## config.mk

```make
export PLATFORM = sky130hd
export DESIGN_NAME = pwm_pair
export DESIGN_NICKNAME = d
export VERILOG_FILES = /design/src/pwm_pair_pkg.sv /design/src/pwm_pair.sv
export SDC_FILE = /design/constraint.sdc
export NUM_CORES = 1
export LEC_CHECK = 0
export BUFFER_PORTS_ARGS = -buffer_cell sky130_fd_sc_hd__buf_2
export CORE_MARGIN = 2
export CORE_UTILIZATION = 48
export DETAILED_ROUTE_END_ITERATION = 6
export SLEW_MARGIN = 5
export SYNTH_ARGS = -nofsm -noshare
export SYNTH_HDL_FRONTEND = slang
export SYNTH_SLANG_ARGS = --single-unit
```

## constraint.sdc

```tcl
create_clock -name clk -period 3.8 [get_ports clk]
set_input_delay 0.57 -clock clk [delete_from_list [all_inputs] [get_ports clk]]
set_output_delay 0.57 -clock clk [all_outputs]
set_load 0.02 [all_outputs]
```

## src/pwm_pair_pkg.sv

```systemverilog
// Package with register map, field layout and types of the PWM pair generator
package pwm_pair_pkg;

    // Register offsets on the plain register port
    localparam logic [3:0] OFS_ENABLE        = 4'h0;
    localparam logic [3:0] OFS_CONTROL       = 4'h1;
    localparam logic [3:0] OFS_PERIOD_LOW    = 4'h2;
    localparam logic [3:0] OFS_PERIOD_HIGH   = 4'h3;
    localparam logic [3:0] OFS_DUTY_LOW      = 4'h4;
    localparam logic [3:0] OFS_DUTY_HIGH     = 4'h5;
    localparam logic [3:0] OFS_DEADTIME_LOW  = 4'h6;
    localparam logic [3:0] OFS_DEADTIME_HIGH = 4'h7;

    // Enable register fields
    localparam int EN_MODULE_BIT  = 0;
    localparam int EN_MAIN_OE_BIT = 1;
    localparam int EN_PART_OE_BIT = 2;
    localparam int EN_MODE_BIT    = 3;

    // Control register fields
    localparam int CT_PRESC_LSB = 0;
    localparam int CT_POL_LSB   = 2;
    localparam int CT_FLAG_BIT  = 6;
    localparam int CT_IE_BIT    = 7;

    // High registers keep only their low nibble
    localparam logic [7:0] HIGH_MASK   = 8'h0F;
    localparam logic [7:0] REG_RESET   = 8'h00;
    localparam logic [7:0] EN_WR_MASK  = 8'h0F;
    localparam logic [7:0] CT_WR_MASK  = 8'hCF;

    // Prescaler divide-by minus one for selects 0..3
    localparam logic [6:0] DIV_1   = 7'h00;
    localparam logic [6:0] DIV_8   = 7'h07;
    localparam logic [6:0] DIV_32  = 7'h1F;
    localparam logic [6:0] DIV_128 = 7'h7F;

    localparam logic [11:0] CNT_START = 12'h001;

    typedef struct packed {
        logic [3:0] addr;
        logic [7:0] wdata;
        logic       wr;
        logic       rd;
    } reg_req_s;

    typedef struct packed {
        logic [11:0] period;
        logic [11:0] duty;
        logic [11:0] deadtime;
    } timing_s;

    typedef struct packed {
        logic [7:0]  enable;
        logic [7:0]  control;
        logic [7:0]  period_low;
        logic [3:0]  period_high;
        logic [7:0]  duty_low;
        logic [3:0]  duty_high;
        logic [7:0]  deadtime_low;
        logic [3:0]  deadtime_high;
        timing_s     pend;
        timing_s     shadow;
        logic [6:0]  presc;
        logic [11:0] count;
        logic [11:0] gap;
        logic        main_act;
        logic        part_act;
        logic        prev_phase;
        logic [7:0]  rdata;
    } pwm_state_s;

endpackage

```

## src/pwm_pair.sv

```systemverilog
// PWM pair generator: 12-bit period, duty and dead time, complementary or independent
`timescale 1ns/1ns
// Function
// - Polarity 10: main output active low, partner active high, both modes.
// - Polarity 11: both outputs active low, both modes.
// - Period is 12 bits: 4-bit high field over 8-bit low field.
// - Upper nibble of every high register reads zero, writes ignored.
// - Only a period low write commits a new period.
// - Committed period applies from next counter overflow.
// - Output period equals period value times prescaled clock cycles.
// - Duty is 12 bits: 4-bit high field over 8-bit low field.
// - Duty follows same high-then-low commit, applying next period.
// - Independent mode: main active time equals duty value times prescaled clock cycles.
// - Dead time is 12 bits: 4-bit high over 8-bit low field.
// - Complementary dead gap lasts dead-time value prescaled cycles.
// - Independent mode: dead-time register sets partner active time.
// - Independent mode: one shared counter, separate duties.
// - Mode bit clear selects complementary, set selects independent.
// - Prescale select divides oscillator by 1, 8, 32 or 128.
// - Enable restarts counter from 1; disable stops and blanks outputs.
// - Each overflow sets the flag; software clears by writing zero.
module pwm_pair (
    // Clock and reset
    input  wire logic                 clk,
    input  wire logic                 nrst,
    input  wire logic                 clk_en,
    // Register port
    input  wire logic [3:0]           reg_addr,
    input  wire logic [7:0]           reg_wdata,
    input  wire logic                 reg_wr,
    input  wire logic                 reg_rd,
    output logic      [7:0]           reg_rdata,
    // Pins
    output logic                      main_output,
    output logic                      partner_output,
    output logic                      overflow_flag
);

    pwm_pair_pkg::pwm_state_s st_r;
    pwm_pair_pkg::pwm_state_s st_nxt;
    pwm_pair_pkg::reg_req_s   req;

    logic       module_enable;
    logic       pair_mode_select;
    logic [1:0] polarity_select;
    logic [1:0] prescale_select;
    logic       main_oe;
    logic       part_oe;
    logic       tick;
    logic       overflow;
    logic [6:0] div_max;
    logic       main_phase;
    logic       part_phase;

    // Active level mapping for a polarity bit (1 means active low)
    function automatic logic drive_level(input logic active, input logic active_low);
        drive_level = active ^ active_low;
    endfunction

    // Joins a high nibble and a low byte into a 12-bit value
    function automatic logic [11:0] join12(input logic [3:0] hi, input logic [7:0] lo);
        join12 = {hi, lo};
    endfunction

    assign req.addr  = reg_addr;
    assign req.wdata = reg_wdata;
    assign req.wr    = reg_wr;
    assign req.rd    = reg_rd;

    // Mode selection bits
    assign module_enable    = st_r.enable[pwm_pair_pkg::EN_MODULE_BIT];
    assign main_oe          = st_r.enable[pwm_pair_pkg::EN_MAIN_OE_BIT];
    assign part_oe          = st_r.enable[pwm_pair_pkg::EN_PART_OE_BIT];
    assign pair_mode_select = st_r.enable[pwm_pair_pkg::EN_MODE_BIT];
    assign polarity_select  = st_r.control[pwm_pair_pkg::CT_POL_LSB +: 2];
    assign prescale_select  = st_r.control[pwm_pair_pkg::CT_PRESC_LSB +: 2];

    always_comb begin
        case (prescale_select)
            2'd0:    div_max = pwm_pair_pkg::DIV_1;
            2'd1:    div_max = pwm_pair_pkg::DIV_8;
            2'd2:    div_max = pwm_pair_pkg::DIV_32;
            2'd3:    div_max = pwm_pair_pkg::DIV_128;
            default: div_max = pwm_pair_pkg::DIV_1;
        endcase
    end

    assign tick = module_enable && (st_r.presc >= div_max);
    assign overflow = tick && (st_r.count >= st_r.shadow.period);

    assign main_phase = (st_r.count <= st_r.shadow.duty) && (st_r.count != 12'h000);
    assign part_phase = (st_r.count <= st_r.shadow.deadtime) && (st_r.count != 12'h000);

    always_comb begin
        st_nxt = st_r;

        // Register writes
        if (req.wr) begin
            case (req.addr)
                pwm_pair_pkg::OFS_ENABLE: begin
                    st_nxt.enable = req.wdata & pwm_pair_pkg::EN_WR_MASK;
                end
                pwm_pair_pkg::OFS_CONTROL: begin
                    st_nxt.control = req.wdata & pwm_pair_pkg::CT_WR_MASK;
                    st_nxt.control[pwm_pair_pkg::CT_FLAG_BIT] =
                        st_r.control[pwm_pair_pkg::CT_FLAG_BIT]
                        & req.wdata[pwm_pair_pkg::CT_FLAG_BIT];
                end
                pwm_pair_pkg::OFS_PERIOD_LOW: begin
                    st_nxt.period_low  = req.wdata;
                    st_nxt.pend.period = join12(st_r.period_high, req.wdata);
                end
                pwm_pair_pkg::OFS_PERIOD_HIGH: begin
                    st_nxt.period_high = req.wdata[3:0];
                end
                pwm_pair_pkg::OFS_DUTY_LOW: begin
                    st_nxt.duty_low  = req.wdata;
                    st_nxt.pend.duty = join12(st_r.duty_high, req.wdata);
                end
                pwm_pair_pkg::OFS_DUTY_HIGH: begin
                    st_nxt.duty_high = req.wdata[3:0];
                end
                pwm_pair_pkg::OFS_DEADTIME_LOW: begin
                    st_nxt.deadtime_low  = req.wdata;
                    st_nxt.pend.deadtime = join12(st_r.deadtime_high, req.wdata);
                end
                pwm_pair_pkg::OFS_DEADTIME_HIGH: begin
                    st_nxt.deadtime_high = req.wdata[3:0];
                end
                default: begin
                end
            endcase
        end

        // Enable rising restarts count from 1
        if (!module_enable) begin
            st_nxt.presc    = 7'h00;
            st_nxt.count    = pwm_pair_pkg::CNT_START;
            st_nxt.gap      = 12'h000;
            st_nxt.main_act = 1'b0;
            st_nxt.part_act = 1'b0;
            // Shadows track commits while stopped so a fresh start uses them
            st_nxt.shadow   = st_nxt.pend;
            st_nxt.prev_phase = 1'b0;
        end else begin
            if (tick) begin
                st_nxt.presc = 7'h00;
                if (overflow) begin
                    st_nxt.count = pwm_pair_pkg::CNT_START;
                    st_nxt.shadow = st_r.pend;
                    st_nxt.control[pwm_pair_pkg::CT_FLAG_BIT] = 1'b1;
                end else begin
                    st_nxt.count = st_r.count + 12'h001;
                end
            end else begin
                st_nxt.presc = st_r.presc + 7'h01;
            end

            // Mode bit picks independent or complementary
            if (pair_mode_select) begin
                st_nxt.main_act = main_phase;
                st_nxt.part_act = part_phase;
                st_nxt.gap      = 12'h000;
            end else begin
                // Phase edge starts the dead gap
                st_nxt.prev_phase = main_phase;
                if (main_phase != st_r.prev_phase) begin
                    st_nxt.main_act = 1'b0;
                    st_nxt.part_act = 1'b0;
                    st_nxt.gap      = st_r.shadow.deadtime;
                    // Zero dead time switches straight over
                    if (st_r.shadow.deadtime == 12'h000) begin
                        st_nxt.main_act = main_phase;
                        st_nxt.part_act = !main_phase;
                    end
                end else if (st_r.gap != 12'h000) begin
                    if (tick) begin
                        st_nxt.gap = st_r.gap - 12'h001;
                        // Last gap tick turns the next output on
                        if (st_r.gap == 12'h001) begin
                            st_nxt.main_act = main_phase;
                            st_nxt.part_act = !main_phase;
                        end
                    end
                end else begin
                    st_nxt.main_act = main_phase;
                    st_nxt.part_act = !main_phase;
                end
            end
        end

        // Read data, one cycle later
        st_nxt.rdata = 8'h00;
        if (req.rd) begin
            case (req.addr)
                pwm_pair_pkg::OFS_ENABLE:        st_nxt.rdata = st_r.enable;
                pwm_pair_pkg::OFS_CONTROL:       st_nxt.rdata = st_r.control;
                pwm_pair_pkg::OFS_PERIOD_LOW:    st_nxt.rdata = st_r.period_low;
                pwm_pair_pkg::OFS_PERIOD_HIGH:   st_nxt.rdata = {4'h0, st_r.period_high};
                pwm_pair_pkg::OFS_DUTY_LOW:      st_nxt.rdata = st_r.duty_low;
                pwm_pair_pkg::OFS_DUTY_HIGH:     st_nxt.rdata = {4'h0, st_r.duty_high};
                pwm_pair_pkg::OFS_DEADTIME_LOW:  st_nxt.rdata = st_r.deadtime_low;
                pwm_pair_pkg::OFS_DEADTIME_HIGH: st_nxt.rdata = {4'h0, st_r.deadtime_high};
                default:                         st_nxt.rdata = 8'h00;
            endcase
        end
    end

    always_ff @(posedge clk or negedge nrst) begin
        if (!nrst) begin
            st_r <= '0;
        end else if (clk_en) begin
            st_r <= st_nxt;
        end
    end

    // Polarity per output; off state is the inactive level
    assign main_output    = drive_level(st_r.main_act && main_oe && module_enable,
                                        polarity_select[1]);
    assign partner_output = drive_level(st_r.part_act && part_oe && module_enable,
                                        polarity_select[0]);
    assign overflow_flag  = st_r.control[pwm_pair_pkg::CT_FLAG_BIT];
    assign reg_rdata      = st_r.rdata;

endmodule

```

Word-level counts from Yosys, hierarchy flattened. Cells that the tools add are included.

Register bits after elaboration: 160. Bits in latches: 0. Memory bits (writable): 0. ROM bits: 0. Output and inout port bits: 11. Logic and storage cells: 109. Memories: 0.

$add $sub $neg: 3. $mul: 0. Divide/modulo/power cells: 0. Order comparisons: 4. Equal/unequal tests: 19. Shift-type cells: 0. Mux-type cells: 31. Bitwise operators: 3. Reduce and logical (&&, ||, !) cells: 27.

Operator list (count): 79-bit 2-to-1 mux (1); 12-bit 2-to-1 mux (6); 36-bit 2-to-1 mux (2); 70-bit 2-to-1 mux (1); 8-bit one-hot mux with 8 select lines (1); 14-bit 2-to-1 mux (3); 3-bit AND reduction (11); 8-bit 2-to-1 mux (4); 7-bit one-hot mux with 4 select lines (1); 12-bit less-or-equal comparator (2); 12-bit nonzero test (2); 4-bit by 3-bit equality test with 1-bit output (second input constant) (4); 7-bit 2-to-1 mux (2); 12-bit by 1-bit adder with 12-bit output (second input constant) (1); 12-bit by 1-bit equality test with 1-bit output (second input constant) (1); 12-bit >= comparator (1); 12-bit zero test (1); 4-bit 2-to-1 mux (3); 12-bit by 1-bit subtractor with 12-bit output (second input constant) (1); 4-bit by 2-bit equality test with 1-bit output (second input constant) (2); 1-bit logical AND (8); 4-bit by 1-bit inequality test with 1-bit output (second input constant) (2); 7-bit by 1-bit adder with 7-bit output (second input constant) (1); 7-bit >= comparator (1); other kinds (16) (25).

Longest topological paths before layout. Gate-level depths: netlist (run 1).

Word-level depth: 9. Mapped depth: 12.

Least setup slack after synthesis (run 1). Ideal clock, no wire load.

Path kind: register -> register. From: reg st_r, in the netlist prescale_select[1]. To: reg st_r[34] (netlist bit). Setup time: 0.121 ns. Data arrival time: 2.435 ns. Path slack: 1.244 ns. Cell stages (with the launch flop): 13. Clock period less this slack: 2.556 ns. Path through: dfrtp_1 > or2_2 > inv_1 > ha_1 > a21o_1 > a31oi_1 > o21ai_1 > and2_1 > clkbuf_1 > o21ai_1 > clkbuf_1 > o21ai_0 > a22o_1.

Longest elaborated chain between the ends: 8.

RTL lines: start, declared (line pwm_pair.sv:39) `pwm_pair_pkg::pwm_state_s st_r;`; start signal, assigned (line pwm_pair.sv:213) `st_r <= st_nxt;`; 2-bit equality test, or another cell as far along (line pwm_pair.sv:79) `case (prescale_select)`; 7-bit one-hot mux with 4 select lines * (line pwm_pair.sv:79); 7-bit >= comparator * (line pwm_pair.sv:88) `assign tick = module_enable && (st_r.presc >= div_max);`; 1-bit logical AND * (line pwm_pair.sv:88); 1-bit logical AND (line pwm_pair.sv:89) `assign overflow = tick && (st_r.count >= st_r.shadow.period);`; 12-bit 2-to-1 mux (line pwm_pair.sv:148) `if (overflow) begin`; 12-bit 2-to-1 mux (line pwm_pair.sv:146) `if (tick) begin`; 70-bit 2-to-1 mux (line pwm_pair.sv:136) `if (!module_enable) begin`.

Mark *: on every way between the ends. The rest lies on a longest branch, timed or not. The select of a mux whose other input is x is not followed. A chain may end at the register's enable or synchronous reset.

Worst setup path after layout (run 1).
From: reg st_r, in the netlist prescale_select[1]. To: reg st_r[76] (netlist bit).

Longest elaborated chain between the ends: 7.

RTL lines (line): 2-bit equality test, or another cell as far along (pwm_pair.sv:79); 7-bit one-hot mux with 4 select lines * (pwm_pair.sv:79); 7-bit >= comparator * (pwm_pair.sv:88); 1-bit logical AND * (pwm_pair.sv:88); 1-bit logical AND (pwm_pair.sv:89); 2-bit by 1-bit inequality test with 1-bit output (no source line); 3-bit AND reduction (no source line) *.

Mark *: on every way between the ends. The rest lies on a longest branch, timed or not.

==> key figures, run 1 <==
Synthesis
  – Avg Cell Area, Syn: 9.49 sq um
  – Post-synth ARST share: 100%
  – Synth top area share: 46.4%
  – Count leader, synth: nand2_1
  – Syn_nets: 974
  – Seq cells post-synth: 160
  – Top cells by area, synth: dfrtp_1 46%, nand2_1 8.4%, ha_1 7.0%
  – Post-Syn Area: 8620 sq um
  – Most common flop cell mapped by yosys: dfrtp_1
  – Netlist cell types: 63
  – Synth warnings: 0
  – Post-synth top cells: 192 x nand2_1, 160 x dfrtp_1, 61 x nor2_1
  – Number of flops mapped to enable cells by yosys: 0
  – Post-synthesis sequential area ratio: 46.4%
  – Syn Inst Count: 909
  – Synth area leader: dfrtp_1

Critical path
  – Delay-heaviest family, CP: compound AO/OA/AOI/OAI gates
  – Critical path class: flop to flop
  – Worst Path Arrival: 3.38 ns
  – Critical-path top delay cell: a21oi_1
  – Largest stage delay, worst path: 0.73 ns
  – Critical path fanouts, max: 72
  – CP most frequent cell: a21oi_1
  – Worst R2R Setup Slack: 0.71 ns
  – Startpoint types: flop
  – Crit path cell chain: or2_2 > inv_1 > ha_1 > a21o_1 > a31oi_1 > o21ai_1 > a21oi_1 > a211oi_4 > buf_4 > nor2_1 > a21oi_1
  – Crit end category: flop
  – Worst EP required: 4.08 ns
  – Critical path buffer and inverter count: 2

Status
  – Status: completed

GRT
  – Largest net degree at the start of global routing: 80
  – Congestion Overflow GR: 0
  – First-pass GRT wire length: 36.0 mm
  – Vias in the first global route: 6,370
  – GRT Total Usage: 23.9%
  – Initial antenna violation count: 0

Clock network
  – CTS H-tree lvls: 4
  – TritonCTS Buffers: 17
  – Clock Latency Late Sink: 0.44 ns
  – CTS tree: built
  – CTS Root Cell: clkbuf_16
  – Post-CTS resize count: 0
  – Hold-fix buffer count after cts: 0
  – Clock Path Buffers: 2
  – CTS Sinks: 160
  – Worst-path clk slew: 0.07 ns
  – Post-CTS Setup Inserts: 0

Routing
  – WL/cell: 19.0 um
  – Vias per cell: 5.67
  – Residual DRC: 0
  – Routed Antenna Nets: 0
  – Via count: 6,581
  – Final wirelength: 22.0 mm
  – Met3 wire len: 710 um
  – Met2 wire length: 10.6 mm
  – Uppermost layer routed: met4
  – Met1 Wirelength: 10.4 mm
  – Detailed Route Iter0 Violations: 574
  – Pre-antenna DRT Iters: 5

Timing
  – Max_slew headroom: 38.0%
  – Tcrit/Tclk final: 81.4%
  – Period minus WS final: 3.09 ns
  – Worst clock skew: 0.0159 ns
  – Final Max Tran Viols: 0
  – Tightest Pin Transition: 0.926 ns
  – Final Hold Vio Count: 0
  – Setup TNS: 0 ns
  – Max frequency: 323 MHz
  – Setup Viol. Count Final: 0
  – RSZ-0062 raised after global routing: no

Cells and area
  – Fraction of layout cells with a size suffix above 1: 12.4%
  – Non-Filler Instances: 1,160
  – Antenna cells: 0
  – Area grow syn2layout: 11.1%
  – Total Nets Final: 983

Power
  – Leak: 4.84 nW
  – VDD IR max: 0.000346 V
  – Pwr dens: 614 nW/um^2

Floorplan
  – Die Ht: 138 um
  – Die W: 138 um
  – Core Area: 17,800 sq um
  – Row count: 49
  – Die area: 19,100 sq um
  – Initial Utilization: 48.5%
  – IO Pins: 28

Placed design
  – Post-Place Cells: 1,128
  – GP Congestion: 0.824
  – DPL Wire Length: 15.4 mm
  – # port buffers: 27

Min path
  – Hold WC Path Type: primary input to async pin

Job
  – MaxCap Viol Count: 0
metal layers:
layer | track usage, % | vias to the layer above
met3 | 3.95 | 23
met2 | 37.6 | 129
met5 | 0 | -
met4 | 7.09 | 0
li1 | - | 3185
met1 | 34.2 | 3244
where the power goes:
group	total [mW]	leakage, nW	switching (mW)	internal [mW]
clock	1.80	0.306	0.831	0.970
sequential	2.44	2.07	0.359	2.08
combinational	1.64	2.46	0.946	0.695
total	5.88	4.84	2.14	3.75
cells in the final DEF (no fill, tap or decap), types with 17 or more instances in the layout:
cell type	n
a21oi_1	57
nor2_1	61
inv_1	46
o21ai_0	33
buf_2	26
ha_1	48
clkbuf_16	17
nand2_1	192
mux2_2	25
dfrtp_1	160
nand3_1	22
mux2i_1	51
cell type report:
type                       instances  area (sq um)
tap                              229           287
inverter                          46           173
clock inverter                    14           186
timing repair buffer              40           251
sequential                       160          4000
multi-input combinational        653          4240
fill                            1634          8200
clock buffer                      18           439
cell families after synthesis:
| logic type | count (synthesis) | share of synthesized area (%) |
|---|---|---|
| compound gates | 169 | 12.6 |
| xor+xnor | 8 | 0.900 |
| flops | 160 | 46.4 |
| mux | 82 | 10.2 |
| fa+ha+maj | 48 | 6.96 |
| simple gates | 346 | 18.2 |
| buf+inv | 96 | 4.70 |
state kept, by name (all words and copies together) (netlist names):
| signal | count |
|---|---|
| prescale_select | 2 |
| st_r | 143 |
| module_enable | 1 |
| part_oe | 1 |
| overflow_flag | 1 |
| polarity_select | 2 |
| main_oe | 1 |
| pair_mode_select | 1 |
| reg_rdata | 8 |
stage by stage:
stage | cell area [sq um] | total power, mW | util (%) | setup slack, ns | hold slack, ns
after floorplan | 8620 | 3.60 | - | 1.24 | 0.274
after global placement | 8950 | 4.08 | 50.4 | 0.775 | 0.457
after detailed placement | 8950 | 4.10 | 50.4 | 0.749 | 0.462
after CTS | 9580 | 5.92 | 53.9 | 0.701 | 0.216
after global routing | 9580 | 6.27 | 53.9 | 0.529 | 0.223
final | 9580 | 5.88 | 53.9 | 0.706 | 0.163
worst paths after layout:
kind,to,start,cells after the start
worst max-delay path,st_r[76],prescale_select[1],11
max in group asynchronous,reg_rdata[0],nrst,2
worst min-delay path,st_r[37],nrst,1
worst min register to register,st_r[105],st_r[105],2
worst max register to register,st_r[76],prescale_select[1],11
min in group clk,reg_rdata[5],reg_rd,3
worst register-to-register path: stages (launching register included):
cell and delay, ns:
dfrtp_1 0.42, or2_2 0.32, inv_1 0.08, ha_1 0.24
a21o_1 0.15, a31oi_1 0.15, o21ai_1 0.14, a21oi_1 0.73
a211oi_4 0.06, buf_4 0.37, nor2_1 0.21, a21oi_1 0.07
No activity file was read; power rests on OpenSTA's default activity.
==> run 2: changes to the inputs <==
==> constraint.sdc (replaced) <==
create_clock -name clk -period 3 [get_ports clk]
set_input_delay 0.45 -clock clk [delete_from_list [all_inputs] [get_ports clk]]
set_output_delay 0.45 -clock clk [all_outputs]
set_load 0.02 [all_outputs]
==> run 2 against run 1 <==
Critical path depth fell by 1. Count of clock-buffer cells in the layout unchanged. Clock skew decreased by 0.0078 ns. Critical path type unchanged. Non-clock buffer count up 20. Routed wire length grew 0.54%.
==> key figures, run 2 (synthesized netlist as in run 1, its figures left out) <==
Status
  – Status: completed

GRT
  – Congestion Overflow GR: 0
  – First-pass GRT wire length: 36.1 mm
  – Met2 usage: 38.6%
  – Most used routing layer: met2
  – Largest net degree at the start of global routing: 75
  – Initial antenna violation count: 0
  – Met3 GRT Util: 3.57%
  – Vias in the first global route: 6,482
  – Met1 GRT Util: 34.3%
  – GRT Total Usage: 24.1%

Routing
  – Routed Antenna Nets: 0
  – Final wirelength: 22.1 mm
  – Vias per cell: 5.62
  – Pre-antenna DRT Iters: 5
  – Residual DRC: 0
  – Via count: 6,624
  – Detailed Route Iter0 Violations: 455
  – WL/cell: 18.8 um

Clock network
  – CTS H-tree lvls: 4
  – CTS Sinks: 160
  – Post-CTS Setup Inserts: 0
  – Worst-path clk slew: 0.07 ns
  – Clock Path Buffers: 2
  – Post-CTS resize count: 0
  – CTS Root Cell: clkbuf_16
  – Hold-fix buffer count after cts: 0
  – CTS tree: built
  – Clock Latency Late Sink: 0.43 ns
  – TritonCTS Buffers: 17

Cells and area
  – Fillers: 1,638
  – Most frequent cells in the layout: 192 x nand2_1, 160 x dfrtp_1, 61 x nor2_1
  – Multi-input logic area: 4240 sq um
  – Final core utilization: 54.7%
  – Non-Filler Instances: 1,179
  – Antenna cells: 0
  – Total Nets Final: 1,003
  – Largest register FFs: 143
  – Commonest non-fill, non-tap cell in the layout: nand2_1
  – Fraction of layout cells with a size suffix above 1: 14.0%
  – Area grow syn2layout: 12.7%
  – FF+latch area: 4000 sq um
  – Fin area: 9720 sq um
  – Most flop-heavy register: st_r

Timing
  – Tcrit/Tclk final: 90.3%
  – Final Hold Vio Count: 0
  – Period minus WS final: 2.71 ns
  – RSZ-0062 raised after global routing: no
  – Final Max Tran Viols: 0
  – Setup Viol. Count Final: 0
  – Max_slew headroom: 47.6%
  – Worst clock skew: 0.00813 ns
  – Hold slack: 0.0483 ns
  – Setup TNS: 0 ns
  – Tightest Pin Transition: 0.780 ns
  – Worst setup margin: 0.290 ns
  – Max frequency: 369 MHz

Placed design
  – GP Congestion: 0.815
  – Total placed instance area: 9120 sq um
  – Pre-CTS WS: 0.292 ns
  – # port buffers: 27
  – DPL Wire Length: 16.0 mm
  – Post-Place Cells: 1,148

Floorplan
  – Core Area: 17,800 sq um
  – Die W: 138 um
  – IO Pins: 28
  – Initial Utilization: 48.5%
  – Die area: 19,100 sq um
  – Row count: 49
  – Die Ht: 138 um

Critical path
  – Largest stage delay, worst path: 0.43 ns
  – Worst EP required: 3.31 ns
  – Worst Path Arrival: 3.02 ns
  – Startpoint types: flop
  – Crit end category: flop
  – Critical path class: flop to flop
  – Critical path fanouts, max: 9
  – Critical-path top delay cell: o21ai_1
  – CP most frequent cell: o21ai_1
  – Crit path cell chain: or2_2 > inv_1 > ha_1 > a21o_1 > a31oi_1 > o21ai_1 > and2_1 > o21ai_1 > o21ai_0 > a22o_1
  – R2R depth: 10

Power
  – Tot Pwr: 7.46 mW
  – Leak: 4.92 nW
  – Pwr dens: 767 nW/um^2
  – VDD IR max: 0.000464 V

Min path
  – Hold WC Path Type: primary input to async pin

Job
  – MaxCap Viol Count: 0
[run 2: metal layers]
metal  wire length [um]  share of wire (%)
met1              10700                 48
met2              10400                 47
met3                739                3.3
met4                361                1.6
met5                  0                  0
[run 2: cell type report]
cell class,count,share of cell area [%]
sequential,160,41.2
tap,229,2.95
inverter,46,1.78
multi-input combinational,653,43.6
timing repair buffer,60,4.26
clock inverter,13,1.81
clock buffer,18,4.41
[run 2: report_power, final]
| part | total, mW | internal [mW] | switching, mW | leakage [nW] |
|---|---|---|---|---|
| Combinational | 2.09 | 0.899 | 1.19 | 2.57 |
| Clock | 2.27 | 1.33 | 0.942 | 0.286 |
| Sequential | 3.10 | 2.64 | 0.463 | 2.07 |
[run 2: path summary, 6_finish.rpt]
path / from / to / slack (ns)
setup / recovery: prescale_select[1] / st_r[34] / 0.29
hold reg to reg: st_r[112] / st_r[112] / 0.48
setup reg to reg: prescale_select[1] / st_r[34] / 0.29
max in group asynchronous: nrst / st_r[96] / 2.08
hold / removal: nrst / st_r[45] / 0.05
min in group clk: reg_rd / reg_rdata[5] / 0.34
[run 2: critical path, delay by kind of cell, from the launching register on]
family | cells | cell delay (ns)
compound gates | 6 | 1.23
fa+ha+maj | 1 | 0.24
buf+inv | 1 | 0.08
flops | 1 | 0.41
simple gates | 2 | 0.65
==> run 3: changes to the inputs <==
--- a/config.mk
+++ b/config.mk
@@ -9,6 +9,7 @@
 export CORE_MARGIN = 2
 export CORE_UTILIZATION = 48
 export DETAILED_ROUTE_END_ITERATION = 6
+export GPL_TIMING_DRIVEN = 0
 export SLEW_MARGIN = 5
 export SYNTH_ARGS = -nofsm -noshare
 export SYNTH_HDL_FRONTEND = slang
==> run 3 against run 2 <==
The flow now finishes with violations (DRC). Sequential share of layout area increased by 0.085 points. Sequential power about the same. Non-clock buffer count is 20 higher. Largest cell class unchanged. Combinational power rose by 2%. First-iteration DRC count increased by 2.9%.
==> key figures, run 3 (synthesized netlist as in run 1, its figures left out) <==
Timing
  – Hold slack: 0.289 ns
  – RSZ-0062 raised after global routing: no
  – Final Hold Vio Count: 0
  – Worst clock skew: 0.0222 ns
  – Setup Viol. Count Final: 0
  – Final Max Tran Viols: 0
  – Tcrit/Tclk final: 94.8%
  – Max frequency: 352 MHz
  – Max_slew headroom: 48.9%
  – Tightest Pin Transition: 0.767 ns
  – Period minus WS final: 2.84 ns

Power
  – Comb pwr share: 29.2%
  – Share of power burned in registers: 42.1%
  – Clk pwr share: 28.7%
  – Leak: 4.91 nW
  – VDD IR max: 0.000443 V
  – Switch share: 36.6%
  – Int Power: 4.65 mW
  – NetSw: 2.68 mW
  – Pwr dens: 755 nW/um^2

Cells and area
  – Fin area: 9700 sq um
  – Commonest non-fill, non-tap cell in the layout: nand2_1
  – Fraction of layout cells with a size suffix above 1: 12.8%
  – Total Nets Final: 1,023
  – Area grow syn2layout: 12.5%
  – Most flop-heavy register: st_r
  – Most frequent cells in the layout: 192 x nand2_1, 160 x dfrtp_1, 61 x nor2_1
  – Antenna cells: 0
  – Largest register FFs: 143

Placed design
  – DPL Wire Length: 16.7 mm
  – Total placed instance area: 9080 sq um
  – GP Congestion: 0.837
  – # port buffers: 26

Clock network
  – CTS tree: built
  – CTS Sinks: 160
  – Clock Path Buffers: 2
  – CTS H-tree lvls: 4
  – TritonCTS Buffers: 17
  – Clock Latency Late Sink: 0.45 ns
  – CTS Root Cell: clkbuf_16
  – Worst-path clk slew: 0.07 ns

Min path
  – Hold WC Path Type: primary input to flop
  – Hold depth: 3

Critical path
  – Critical path fanouts, max: 10
  – Crit end category: flop
  – Worst EP required: 3.37 ns
  – Startpoint types: flop
  – Critical path class: flop to flop
  – Worst Path Arrival: 3.21 ns
  – R2R depth: 10

GRT
  – Vias in the first global route: 6,643
  – GRT Total Usage: 24.9%
  – Largest net degree at the start of global routing: 100
  – Initial antenna violation count: 0
  – Congestion Overflow GR: 0
  – First-pass GRT wire length: 36.8 mm

Routing
  – Final wirelength: 22.8 mm
  – Via count: 6,764
  – Vias per cell: 5.64
  – Routed Antenna Nets: 0
  – WL/cell: 19.0 um
  – Residual DRC: 2
  – Pre-antenna DRT Iters: 7
  – Detailed Route Iter0 Violations: 468

Status
  – Failing checks: DRC
  – Status: finished with violations

Floorplan
  – Die Ht: 138 um
  – Row count: 49
  – Die W: 138 um
  – Die area: 19,100 sq um
  – IO Pins: 28
  – Initial Utilization: 48.5%
  – Core Area: 17,800 sq um

Job
  – MaxCap Viol Count: 0
run 3: metrics by stage:
stage | power [mW] | setup WS [ns] | utilization [%] | instances | TNS (ns)
final | 7.33 | 0.156 | 54.6 | 1200 | 0
after global placement | 5.18 | -1.09 | 50.8 | 1164 | -175.56
after global routing | 7.81 | 0.00466 | 54.6 | 1200 | 0
after CTS | 7.36 | 0.0298 | 54.4 | 1198 | 0
after detailed placement | 5.24 | -0.201 | 51.1 | 1165 | -5.76
after floorplan | 4.56 | 0.444 | - | 909 | 0
run 3: cell type report:
cell class,instances,area [sq um]
fill,1628,8080
inverter,46,173
buffer,48,235
timing repair buffer,32,208
tap,229,287
multi-input combinational,653,4230
clock buffer,18,429
sequential,160,4000
clock inverter,14,141
run 3: critical path, cell delays in order (launching register included):
cell	delay (ns)
dfrtp_1	0.47
or2_2	0.34
ha_1	0.27
nand2b_1	0.09
a31oi_1	0.08
o21ai_1	0.34
a21oi_2	0.21
a211oi_4	0.45
clkbuf_2	0.33
nor2_1	0.07
a21oi_1	0.12
run 3: final timing paths:
kind,to,from,slack [ns]
worst max register to register,st_r[43],prescale_select[1],0.16
min in group asynchronous,st_r[40],nrst,0.54
worst min-delay path,reg_rdata[5],reg_rd,0.29
worst max-delay path,st_r[43],prescale_select[1],0.16
max in group asynchronous,st_r[56],nrst,1.59
worst min register to register,st_r[97],st_r[97],0.47
run 3: per-layer routing:
layer | up-vias | GRT usage [%] | wire, um
met2 | 185 | 39.7 | 10800
met3 | 36 | 4.26 | 1110
met1 | 3287 | 34.2 | 10300
met4 | 0 | 9.61 | 665
met5 | - | 0 | 0
li1 | 3256 | - | -
run 3: repair_timing:
action	CTS	global route
pin swaps	0	2
endpoints found under the hold margin	61	0
hold buffers	1	0
buffers inserted	0	4
gates resized for setup	9	1
endpoints found under the setup margin	37	47
run 3: power groups by stage:
stage	clock network (mW)	registers (mW)	logic [mW]
CTS	2.14	3.08	2.14
global route	2.23	3.15	2.44
global placement	0	3.11	2.07
finish	2.10	3.09	2.14
floorplan	0	2.93	1.63
detailed placement	0	3.12	2.11
